$ cat config.mk
export PLATFORM = sky130hd
export DESIGN_NAME = sram_ctrl_end_flat
export DESIGN_NICKNAME = d
export VERILOG_FILES = /design/src/design/sram_pkg.sv /design/src/design/sram_link_if.sv /design/src/design/sram_ctrl_end.sv /design/src/flat_wrapper.sv
export VERILOG_INCLUDE_DIRS = /design/src /design/src/design
export SDC_FILE = /design/constraint.sdc
export NUM_CORES = 1
export LEC_CHECK = 0
export ABC_AREA = 1
export BUFFER_PORTS_ARGS = -buffer_cell sky130_fd_sc_hd__buf_2
export CAP_MARGIN = 30
export CORE_AREA = 8 8 205 168
export DETAILED_ROUTE_END_ITERATION = 7
export DIE_AREA = 0 0 213 176
export PLACE_DENSITY = 0.79
export SYNTH_ARGS = -nofsm -noshare
export SYNTH_HDL_FRONTEND = slang
export SYNTH_HIERARCHICAL = 1
export SYNTH_SLANG_ARGS = --single-unit
$ cat constraint.sdc
create_clock -name i_core_clk -period 4.1 [get_ports i_core_clk]
set_clock_uncertainty 0.1 [all_clocks]
set_input_delay 0.41 -clock i_core_clk [delete_from_list [all_inputs] [get_ports i_core_clk]]
set_output_delay 0.41 -clock i_core_clk [all_outputs]
set_load 0.02 [all_outputs]
$ cat src/design/sram_link_consts.svh
// named constants shared by both ends of the burst sram link
`ifndef SRAM_LINK_CONSTS_SVH
`define SRAM_LINK_CONSTS_SVH
`define DATA_W 18
`define ADDR_W 10
`define WSEL_W 2
`define BEAT_W 2
`define NIB_W 4
`define BYTE_W 9
`define MEM_DEPTH 1024
`define FIFO_DEPTH 16
`define FIRST_BEAT 2'h0
`define SECOND_BEAT 2'h1
`define LAST_BEAT 2'h3
`define SEL_NONE 2'h3
`define PARK 1'b1
`define ACTIVE_N 1'b0
`endif

$ cat src/design/sram_pkg.sv
// types and helper functions of the burst sram link
`include "sram_link_consts.svh"
package sram_pkg;
  typedef enum logic [1:0] {org_x8, org_x9, org_x18} org_t;
  typedef enum logic [1:0] {op_none, op_read, op_write} op_t;

  function automatic logic [`ADDR_W-1:0] burst_addr(
    input logic [`ADDR_W-1:0] base,
    input logic [`BEAT_W-1:0] beat);
    return base + `ADDR_W'(beat);
  endfunction : burst_addr

  function automatic logic [`DATA_W-1:0] write_mask(
    input org_t org,
    input logic [`WSEL_W-1:0] sel_n);
    logic [`DATA_W-1:0] m;
    m = '0;
    unique case (org)
      org_x8: m = `DATA_W'({{`NIB_W{~sel_n[1]}}, {`NIB_W{~sel_n[0]}}});
      org_x9: m = `DATA_W'({`BYTE_W{~sel_n[0]}});
      org_x18: m = {{`BYTE_W{~sel_n[1]}}, {`BYTE_W{~sel_n[0]}}};
      default: m = '0;
    endcase
    return m;
  endfunction : write_mask
endpackage : sram_pkg

$ cat src/design/sram_link_if.sv
// pin bundle between the memory controller and the burst sram
`timescale 1ns/1ps
`include "sram_link_consts.svh"
interface sram_link_if;
  logic k;
  logic k_n;
  logic c;
  logic c_n;
  logic read_port_select_n;
  logic write_port_select_n;
  logic [`ADDR_W-1:0] addr;
  logic [`DATA_W-1:0] d;
  logic [`WSEL_W-1:0] byte_write_select_n;
  logic [`DATA_W-1:0] q;
  logic q_oe_n;

  modport dev (
    input k, k_n, c, c_n, read_port_select_n, write_port_select_n,
    input addr, d, byte_write_select_n,
    output q, q_oe_n
  );
  modport ctl (
    output k, k_n, c, c_n, read_port_select_n, write_port_select_n,
    output addr, d, byte_write_select_n,
    input q, q_oe_n
  );
endinterface : sram_link_if

$ cat src/design/sram_ctrl_end.sv
// controller end of the burst sram link, with its write data fifo
`timescale 1ns/1ps
`include "sram_link_consts.svh"
module sram_ctrl_fifo #(
  parameter int W = 20,
  parameter int DEPTH = 16
) (
  input wire logic i_core_clk,
  input wire logic i_reset_n,
  input wire logic i_in_valid,
  output logic o_in_ready,
  input wire logic [W-1:0] i_in_data,
  output logic o_out_valid,
  input wire logic i_out_ready,
  output logic [W-1:0] o_out_data
);
  localparam int AW = $clog2(DEPTH);
  logic [W-1:0] mem [DEPTH];
  logic [AW-1:0] wr_ptr_r;
  logic [AW-1:0] rd_ptr_r;
  logic [AW:0] count_r;
  logic ready_r;
  logic valid_r;
  logic push;
  logic pop;
  logic [AW:0] count_nxt;
  assign push = i_in_valid & ready_r;
  assign pop = i_out_ready & valid_r;
  assign count_nxt = count_r + (AW+1)'(push) - (AW+1)'(pop);
  assign o_in_ready = ready_r;
  assign o_out_valid = valid_r;
  assign o_out_data = mem[rd_ptr_r];

  always_ff @(posedge i_core_clk or negedge i_reset_n) begin
    if (!i_reset_n) begin
      wr_ptr_r <= '0;
      rd_ptr_r <= '0;
      count_r <= '0;
      ready_r <= 1'b0;
      valid_r <= 1'b0;
    end else begin
      wr_ptr_r <= wr_ptr_r + AW'(push);
      rd_ptr_r <= rd_ptr_r + AW'(pop);
      count_r <= count_nxt;
      ready_r <= count_nxt != (AW+1)'(DEPTH);
      valid_r <= count_nxt != '0;
    end
  end

  always_ff @(posedge i_core_clk) begin
    if (push) begin
      mem[wr_ptr_r] <= i_in_data;
    end
  end
endmodule : sram_ctrl_fifo

module sram_ctrl_end (
  input wire logic i_core_clk,
  input wire logic i_reset_n,
  sram_link_if.ctl link,
  input wire logic i_single_clock,
  input wire logic i_clock_stop,
  input wire logic i_cmd_valid,
  output logic o_cmd_ready,
  input wire logic i_cmd_write,
  input wire logic [`ADDR_W-1:0] i_cmd_addr,
  input wire logic i_wdata_valid,
  output logic o_wdata_ready,
  input wire logic [`DATA_W-1:0] i_wdata,
  input wire logic [`WSEL_W-1:0] i_wsel_n,
  output logic o_rdata_valid,
  output logic [`DATA_W-1:0] o_rdata
);
  logic k_r;
  logic kn_r;
  logic c_r;
  logic cn_r;
  logic rps_n_r;
  logic wps_n_r;
  logic [`ADDR_W-1:0] addr_r;
  logic [`DATA_W-1:0] d_r;
  logic [`WSEL_W-1:0] bws_n_r;
  logic cmd_full_r;
  logic cmd_ready_r;
  logic cmd_write_r;
  logic [`ADDR_W-1:0] cmd_addr_r;
  sram_pkg::op_t last_r;
  logic wr_arm_r;
  logic wr_busy_r;
  logic [`BEAT_W-1:0] wr_beat_r;
  logic tog_r;
  logic tog_d_r;
  logic rvalid_r;
  logic [`DATA_W-1:0] rdata_r;

  logic f_valid;
  logic [`DATA_W+`WSEL_W-1:0] f_data;

  // a stop parks both clocks high; leaving the park never makes a rise
  logic k_nxt;
  logic kn_nxt;
  logic pos_nxt;
  logic neg_nxt;
  assign k_nxt = i_clock_stop | ~k_r; // RULE_04
  assign kn_nxt = i_clock_stop | ~k_nxt; // RULE_04
  assign pos_nxt = k_nxt & ~k_r & ~kn_nxt;
  assign neg_nxt = kn_nxt & ~kn_r & ~k_nxt;

  logic issue_ok;
  logic issue;
  logic take;
  logic cmd_full_nxt;
  logic beat_start;
  logic beat_cont;
  logic beat;
  logic pop;
  assign issue_ok = cmd_full_r & (cmd_write_r ? last_r != sram_pkg::op_write
                                              : last_r != sram_pkg::op_read); // RULE_08
  assign issue = pos_nxt & issue_ok;
  assign take = i_cmd_valid & cmd_ready_r;
  assign cmd_full_nxt = issue ? 1'b0 : (take | cmd_full_r);
  assign beat_start = pos_nxt & wr_arm_r; // RULE_01
  assign beat_cont = (pos_nxt | neg_nxt) & wr_busy_r & ~beat_start;
  assign beat = beat_start | beat_cont;
  // a starved fifo sends a masked beat instead of stalling the burst
  assign pop = beat & f_valid;

  sram_ctrl_fifo #(
    .W(`DATA_W + `WSEL_W),
    .DEPTH(`FIFO_DEPTH)
  ) u_wfifo (
    .i_core_clk(i_core_clk),
    .i_reset_n(i_reset_n),
    .i_in_valid(i_wdata_valid),
    .o_in_ready(o_wdata_ready),
    .i_in_data({i_wsel_n, i_wdata}),
    .o_out_valid(f_valid),
    .i_out_ready(pop),
    .o_out_data(f_data)
  );

  always_ff @(posedge i_core_clk or negedge i_reset_n) begin
    if (!i_reset_n) begin
      k_r <= `PARK;
      kn_r <= `PARK;
      c_r <= `PARK;
      cn_r <= `PARK;
      tog_r <= 1'b0;
      tog_d_r <= 1'b0;
    end else begin
      k_r <= k_nxt;
      kn_r <= kn_nxt;
      c_r <= i_single_clock | k_nxt; // RULE_15
      cn_r <= i_single_clock | kn_nxt; // RULE_15
      tog_r <= pos_nxt | neg_nxt;
      tog_d_r <= tog_r;
    end
  end

  always_ff @(posedge i_core_clk or negedge i_reset_n) begin
    if (!i_reset_n) begin
      cmd_full_r <= 1'b0;
      cmd_ready_r <= 1'b0;
      cmd_write_r <= 1'b0;
      cmd_addr_r <= '0;
    end else begin
      cmd_full_r <= cmd_full_nxt;
      cmd_ready_r <= ~cmd_full_nxt;
      if (take) begin
        cmd_write_r <= i_cmd_write;
        cmd_addr_r <= i_cmd_addr;
      end
    end
  end

  always_ff @(posedge i_core_clk or negedge i_reset_n) begin
    if (!i_reset_n) begin
      rps_n_r <= `PARK;
      wps_n_r <= `PARK;
      addr_r <= '0;
      last_r <= sram_pkg::op_none;
      wr_arm_r <= 1'b0;
    end else if (pos_nxt) begin
      rps_n_r <= ~(issue & ~cmd_write_r);
      wps_n_r <= ~(issue & cmd_write_r); // RULE_01
      wr_arm_r <= issue & cmd_write_r;
      if (issue) begin
        addr_r <= cmd_addr_r;
        last_r <= cmd_write_r ? sram_pkg::op_write : sram_pkg::op_read;
      end else begin
        last_r <= sram_pkg::op_none;
      end
    end
  end

  // beats 0..3 on k rise t+1, k_n rise t+1, k rise t+2, k_n rise t+2
  always_ff @(posedge i_core_clk or negedge i_reset_n) begin
    if (!i_reset_n) begin
      wr_busy_r <= 1'b0;
      wr_beat_r <= `FIRST_BEAT;
      d_r <= '0;
      bws_n_r <= `SEL_NONE;
    end else begin
      if (pos_nxt || neg_nxt) begin
        bws_n_r <= pop ? f_data[`DATA_W +: `WSEL_W] : `SEL_NONE; // RULE_14
      end
      if (pop) begin
        d_r <= f_data[`DATA_W-1:0];
      end
      if (beat_start) begin
        wr_busy_r <= 1'b1;
        wr_beat_r <= `SECOND_BEAT;
      end else if (beat_cont) begin
        wr_beat_r <= wr_beat_r + `SECOND_BEAT;
        if (wr_beat_r == `LAST_BEAT) begin
          wr_busy_r <= 1'b0;
        end
      end
    end
  end

  // the device answers one edge after it sees ours, so sample one later
  always_ff @(posedge i_core_clk or negedge i_reset_n) begin
    if (!i_reset_n) begin
      rvalid_r <= 1'b0;
      rdata_r <= '0;
    end else begin
      rvalid_r <= tog_d_r & ~link.q_oe_n; // RULE_02
      rdata_r <= link.q;
    end
  end

  assign link.k = k_r;
  assign link.k_n = kn_r;
  assign link.c = c_r;
  assign link.c_n = cn_r;
  assign link.read_port_select_n = rps_n_r;
  assign link.write_port_select_n = wps_n_r;
  assign link.addr = addr_r;
  assign link.d = d_r;
  assign link.byte_write_select_n = bws_n_r;
  assign o_cmd_ready = cmd_ready_r;
  assign o_rdata_valid = rvalid_r;
  assign o_rdata = rdata_r;
endmodule : sram_ctrl_end

$ cat src/flat_wrapper.sv
// flat-port wrapper written by rule: the top's interface ports become plain ports
module sram_ctrl_end_flat 
  (i_core_clk, i_reset_n, i_single_clock, i_clock_stop, i_cmd_valid, o_cmd_ready, i_cmd_write, i_cmd_addr, i_wdata_valid, o_wdata_ready, i_wdata, i_wsel_n, o_rdata_valid, o_rdata, link_k, link_k_n, link_c, link_c_n, link_read_port_select_n, link_write_port_select_n, link_addr, link_d, link_byte_write_select_n, link_q, link_q_oe_n);
  sram_link_if link_i ();
  input wire logic i_core_clk;
  input wire logic i_reset_n;
  input wire logic i_single_clock;
  input wire logic i_clock_stop;
  input wire logic i_cmd_valid;
  output logic o_cmd_ready;
  input wire logic i_cmd_write;
  input wire logic [`ADDR_W-1:0] i_cmd_addr;
  input wire logic i_wdata_valid;
  output logic o_wdata_ready;
  input wire logic [`DATA_W-1:0] i_wdata;
  input wire logic [`WSEL_W-1:0] i_wsel_n;
  output logic o_rdata_valid;
  output logic [`DATA_W-1:0] o_rdata;
  output wire logic [$bits(link_i.k)-1:0] link_k;
  output wire logic [$bits(link_i.k_n)-1:0] link_k_n;
  output wire logic [$bits(link_i.c)-1:0] link_c;
  output wire logic [$bits(link_i.c_n)-1:0] link_c_n;
  output wire logic [$bits(link_i.read_port_select_n)-1:0] link_read_port_select_n;
  output wire logic [$bits(link_i.write_port_select_n)-1:0] link_write_port_select_n;
  output wire logic [$bits(link_i.addr)-1:0] link_addr;
  output wire logic [$bits(link_i.d)-1:0] link_d;
  output wire logic [$bits(link_i.byte_write_select_n)-1:0] link_byte_write_select_n;
  input wire logic [$bits(link_i.q)-1:0] link_q;
  input wire logic [$bits(link_i.q_oe_n)-1:0] link_q_oe_n;
  assign link_k = link_i.k;
  assign link_k_n = link_i.k_n;
  assign link_c = link_i.c;
  assign link_c_n = link_i.c_n;
  assign link_read_port_select_n = link_i.read_port_select_n;
  assign link_write_port_select_n = link_i.write_port_select_n;
  assign link_addr = link_i.addr;
  assign link_d = link_i.d;
  assign link_byte_write_select_n = link_i.byte_write_select_n;
  assign link_i.q = link_q;
  assign link_i.q_oe_n = link_q_oe_n;
  sram_ctrl_end u_core (.i_core_clk(i_core_clk), .i_reset_n(i_reset_n), .link(link_i), .i_single_clock(i_single_clock), .i_clock_stop(i_clock_stop), .i_cmd_valid(i_cmd_valid), .o_cmd_ready(o_cmd_ready), .i_cmd_write(i_cmd_write), .i_cmd_addr(i_cmd_addr), .i_wdata_valid(i_wdata_valid), .o_wdata_ready(o_wdata_ready), .i_wdata(i_wdata), .i_wsel_n(i_wsel_n), .o_rdata_valid(o_rdata_valid), .o_rdata(o_rdata));
endmodule
Yosys cells after proc, flatten, opt, wreduce, memory -nomap -nowiden --
Memory sizes are Yosys's and may differ from the RTL's. Cells that the tools add are included.
Cells by class: add/sub/neg operators 5, equal/unequal tests 4, muxes and demuxes 12, bitwise logic cells 33, reduce and logical (&&, ||, !) cells 6
Operators with widths (count):
- $and A1 B1 Y1 | 16
- $mux W2 | 5
- $not A1 Y1 | 10
- $add A4 B1 Y4 | 2
- $mux W1 | 7
- $or A1 B1 Y1 | 7
- $add A5 B1 Y5 | 1
- $ne A5 B5 Y1 const B | 1
- $reduce_bool A5 Y1 | 1
- $sub A5 B1 Y5 | 1
- $reduce_and A2 Y1 | 2
- $reduce_bool A2 Y1 | 2
- $add A2 B1 Y2 const B | 1
- $eq A2 B2 Y1 const B | 1
- $ne A2 B1 Y1 const B | 1
- $ne A2 B2 Y1 const B | 1
- $logic_or A1 B1 Y1 | 1
Word-level totals: register bits after elaboration 91, memory bits (writable) 320, output and inout bits 57, word-level logic and storage cells 87, memories kept 1
Memories:
- u_core.u_wfifo.mem | depth 16, bits a word 20, rd ports 1, clocked after Yosys merged registers in 0, wr ports 1, line sram_ctrl_end.sv:18 | logic [W-1:0] mem [DEPTH];

Longest topological paths before layout --
depth in word-level cells 14, gate-level depth with buffers 17, mapped depth without buffers 16

By module --
Netlist, hierarchy kept.
By module, submodules not included:
- sram_ctrl_fifo | times used 1, cells an instance 1340, area each 14106.0 µm²
- sram_ctrl_end | times used 1, cells an instance 242, area each 2727.6 µm²

Worst setup path before layout --
Ideal clock, no wire load.
path type reg-to-reg, start reg u_core.k_r (netlist: u_core/link.k), end reg u_core.u_wfifo.ready_r (netlist: u_core/u_wfifo/o_in_ready), setup time 0.133 ns, data arrival time 2.405 ns, data required time 3.867 ns, setup slack 1.463 ns, cell stages (with the launch flop) 14, buffers on the path 1, period minus slack after synthesis 2.637 ns, path through dfstp_2 -> nand2_1 -> nand3_2 -> nand2_4 -> nand2_8 -> buf_8 -> inv_1 -> nand3_1 -> nand2_1 -> ha_1 -> fa_1 -> xor2_1 -> nor3_1 -> nand3_1
On the way: cells in the longest elaborated chain, start to end 14
Ends and longest elaborated chain:
- start, declared | line sram_ctrl_end.sv:74 | logic k_r;
- start signal, assigned | line sram_ctrl_end.sv:144 | k_r <= `PARK;
- start signal, assigned | line sram_ctrl_end.sv:151 | k_r <= k_nxt;
- $not A1 Y1 (*) | line sram_ctrl_end.sv:104, sram_ctrl_end.sv:106
- $or A1 B1 Y1 | line sram_ctrl_end.sv:104 | assign k_nxt = i_clock_stop | ~k_r;
- $not A1 Y1 | line sram_ctrl_end.sv:105, sram_ctrl_end.sv:107
- $or A1 B1 Y1 | line sram_ctrl_end.sv:105 | assign kn_nxt = i_clock_stop | ~k_nxt;
- $and A1 B1 Y1 / $not A1 Y1 (equally long branches) | line sram_ctrl_end.sv:107, sram_ctrl_end.sv:106
- $and A1 B1 Y1 (on tied branches) | line sram_ctrl_end.sv:107, sram_ctrl_end.sv:106
- $or A1 B1 Y1 / $and A1 B1 Y1 (equally long branches) | line sram_ctrl_end.sv:123, sram_ctrl_end.sv:122
- $and A1 B1 Y1 / $not A1 Y1 (equally long branches) | line sram_ctrl_end.sv:123 | assign beat_cont = (pos_nxt | neg_nxt) & wr_busy_r & ~beat_start;
- $and A1 B1 Y1 | line sram_ctrl_end.sv:123
- $or A1 B1 Y1 (*) | line sram_ctrl_end.sv:124 | assign beat = beat_start | beat_cont;
- $and A1 B1 Y1 (*) | line sram_ctrl_end.sv:126 | assign pop = beat & f_valid;
- named net u_core.pop | line sram_ctrl_end.sv:116 | logic pop;
- $and A1 B1 Y1 (*) | line sram_ctrl_end.sv:28 | assign pop = i_out_ready & valid_r;
- $sub A5 B1 Y5 (*) | line sram_ctrl_end.sv:29 | assign count_nxt = count_r + (AW+1)'(push) - (AW+1)'(pop);
- named net u_core.u_wfifo.count_nxt[2] | line sram_ctrl_end.sv:26 | logic [AW:0] count_nxt;
- $ne A5 B5 Y1 (*) | line sram_ctrl_end.sv:45 | ready_r <= count_nxt != (AW+1)'(DEPTH);
- end signal, assigned | line sram_ctrl_end.sv:45
- end, declared | line sram_ctrl_end.sv:22 | logic ready_r;
Mark *: on every way through the listed nets, which the timed path passes. The rest lies on a longest branch. A chain may end at the register's enable or synchronous reset.

Final worst setup path --
Same ends and word-level chain as after synthesis.

==> results.py <==
metrics = {
    "run_status": {
        "status": "complete, no violations",
    },
    "power_and_ir_drop": {
        "internal_power_uw": 8756,
        "combPwrFrac_pct": 33.1,
        "p_leak_uw": 0.008526,
        "power_density_nw_per_um2": 711.6,
        "p_clk_share_pct": 27.3,
        "ir_drop_uv": 418.2,
        "swShare_pct": 37.02,
        "power_frac_seq_pct": 39.6,
        "power_switching_uw": 5147,
    },
    "critical_path": {
        "crit_fanout": 23,
        "crit_path_end_kind": "flop",
        "critPathArrivalTime_ns": 3.21,
        "start_kind": "flop",
        "required_ns": 4.41,
        "crit_type": "reg -> reg",
    },
    "clocking": {
        "root_buffer": "clkbuf_16",
        "cts_buffers": 40,
        "cts.sink_count": 410,
        "path_clk_slew_ns": 0.06,
        "cts_resized": 0,
        "clockBufferDepth": 3,
        "cts_setup_buffers": 0,
        "cts_tree": "built",
        "clk_latency_ns": 0.54,
        "h-tree-depth": 2,
    },
    "logic_synthesis": {
        "yosysSeqAreaShare_pct": 70.52,
        "yosys.cell_types.count": 30,
        "syn-instance-count": 1582,
        "syn_avg_cell_area_sq_um": 10.64,
        "synthTopCellsByArea": "edfxtp_1 57%, nand2_1 14%, dfrtp_1 12%",
        "synth_fp_nets": 1647,
        "post-synth-top-area-cell": "edfxtp_1",
        "synth_warnings": 6,
        "ys_seq_elements": 410,
        "synth_top_area_share_pct": 57.08,
        "synth.cell_area_sq_um": 16830,
    },
    "detailed_routing": {
        "antenna_left": 0,
        "drt-total-wl_microns": 41170,
        "drt_pass1_iterations": 5,
        "wl_per_cell_microns": 18.90,
        "drc_errors": 0,
        "vias": 11701,
        "drt_iter0_markers": 1435,
        "vias_per_cell": 5.372,
    },
    "layout": {
        "final_cell_area_sq_um": 19540,
        "area_growth_pct": 16.06,
        "final_cell_mix": "609 x nand2_1, 320 x edfxtp_1, 155 x nand3_1",
        "nNetsFinal": 1790,
        "layout.cells.most_common": "nand2_1",
        "drive_above_1_share_pct": 14.07,
    },
    "grt": {
        "grt_pass1_wl_microns": 62690,
        "grt.met2_usage_pct": 35.27,
        "gr-usage-met1_pct": 29.51,
        "grt_antenna_before_repair": 2,
        "grt-busiest-layer": "met2",
        "grt_overflow_total": 0,
        "track_usage_pct": 21.66,
        "grt_start_max_net_pins": 202,
        "grt_pass1_vias": 11292,
        "use_met3_pct": 3.473,
    },
    "sta": {
        "rsz0062_at_grt": "no",
        "finalCriticalPeriod_ns": 2.898,
        "setup_tns_ns": 0,
        "finalMaxSlewViolations": 0,
        "slew_headroom_pct": 35.93,
        "max_slew.worst_pin.slew_ns": 0.9611,
        "fmax_mhz": 345.1,
        "hold_violations": 0,
        "finalCritPeriodShare_pct": 70.68,
        "setup_violations": 0,
    },
    "die": {
        "fp.dieH_microns": 176,
        "core-area_sq_um": 30990,
        "pin_count": 113,
        "floorplan.initialDensity_pct": 54.32,
        "num_rows": 58,
        "dieArea_sq_um": 37490,
        "die_w_microns": 213,
    },
    "placement": {
        "dpl_cell_area_sq_um": 17910,
        "io_buffer_count": 112,
        "gp_congestion": 0.8306,
        "hpwl_microns": 23980,
    },
    "run": {
        "cap_violations": 0,
    },
    "min_path": {
        "holdCritPathClass": "in -> reg",
    },
}
cells in the mapped netlist, drive strengths merged:
cell type,count
a21oi,3
nand2,612
xnor2,1
dfrtp,82
nor3,1
xor2,5
ha,8
mux2,10
buf,49
inv,153
clkbuf,18
edfxtp,320
nor2,145
nand3b,2
o21ai,2
or2,4
dfstp,8
nand3,156
fa,1
nand4,2
cells by family (layout without fill, tap and decap cells):
logic type	count (synthesis)	after routing	synth area share [%]
flops	410	410	70.52
compound gates	5	5	0.1486
other cells	0	2	0
xor+xnor	6	6	0.3122
simple gates	922	922	22.15
fa+ha+maj	9	9	0.7136
mux	10	10	0.6690
buf+inv	220	394	5.485
timing repair:
action                                  CTS  global route
endpoints found under the setup margin    0             0
hold buffers                             26             1
endpoints found under the hold margin    67             1
state kept, by name (all words and copies together), names as in the netlist, 2 cells and up:
signal                           flops
u_core/u_wfifo/rd_ptr_r              4
u_core/u_wfifo/wr_ptr_r              4
u_core/wr_beat_r                     2
u_core/link.addr                    10
u_core/u_wfifo/count_r               5
u_core/last_r                        2
u_core/o_rdata                      18
u_core/cmd_addr_r                   10
u_core/u_wfifo/mem                 320
u_core/link.byte_write_select_n      2
u_core/link.d                       18
through the flow:
| stage | worst slack [ns] | hold slack [ns] | cells | power, uW | util, % |
|---|---|---|---|---|---|
| 6_report | 1.202 | 0.01655 | 2178 | 13900 | 63.05 |
| 5_1_grt | 0.9019 | 0.01516 | 2177 | 14600 | 63.04 |
| 4_1_cts | 1.207 | 0.001036 | 2175 | 13860 | 63.00 |
| 3_5_place_dp | 1.100 | 0.2416 | 2076 | 10010 | 57.79 |
| 3_3_place_gp | 1.210 | 0.2315 | 2075 | 9857 | 57.70 |
| 2_1_floorplan | 1.463 | 0.01441 | 1582 | 8515 | - |
power groups by stage:
stage,clock [uW],sequential [uW],combinational (uW)
after floorplan,0,5690,2830
after global placement,0,5530,4320
after detailed placement,0,5570,4440
after CTS,3840,5500,4530
after global routing,4000,5560,5040
final,3800,5500,4600
per-layer routing:
metal  up-vias  wire length, microns  part of all wire, %
met5         -                     0                    0
met4         0                  1347                  3.3
met3       112                  3976                  9.7
met2       602                 19240                   47
met1      5595                 16610                   40
li1       5392                     -                    -
worst paths after layout:
check	startpoint	end	slack (ns)	depth (start not counted)
setup / recovery	u_core/link.k	u_core/u_wfifo/o_in_ready	1.20	15
hold / removal	i_cmd_addr[7]	u_core/cmd_addr_r[7]	0.02	2
setup reg to reg	u_core/link.k	u_core/u_wfifo/o_in_ready	1.20	15
hold reg to reg	u_core/tog_r	u_core/tog_d_r	0.24	0
max in group asynchronous	i_reset_n	u_core/link.byte_write_select_n[1]	2.89	3
min in group asynchronous	i_reset_n	u_core/cmd_addr_r[6]	0.32	2
critical path: stages, from the launching register on:
cell,delay [ns]
dfstp_2,0.59
nand2_1,0.10
nand3_2,0.11
nand2_4,0.19
nand2_8,0.19
inv_1,0.09
nand3_1,0.15
nand2_1,0.07
ha_1,0.21
fa_1,0.44
nand3_1,0.10
nand3_1,0.11
inv_1,0.09
nand2_1,0.05
nand2_1,0.09
nand3_1,0.07
cell type report:
class | count | area [sq um]
clock buffer | 50 | 1039
inverter | 153 | 575.6
antenna | 2 | 5.005
timing repair buffer | 168 | 1121
sequential | 410 | 11880
tap | 420 | 525.5
multi-input combinational | 952 | 4081
fill | 2291 | 11450
clock inverter | 23 | 315.3
Note: power is estimated with default switching activity, not from simulation.
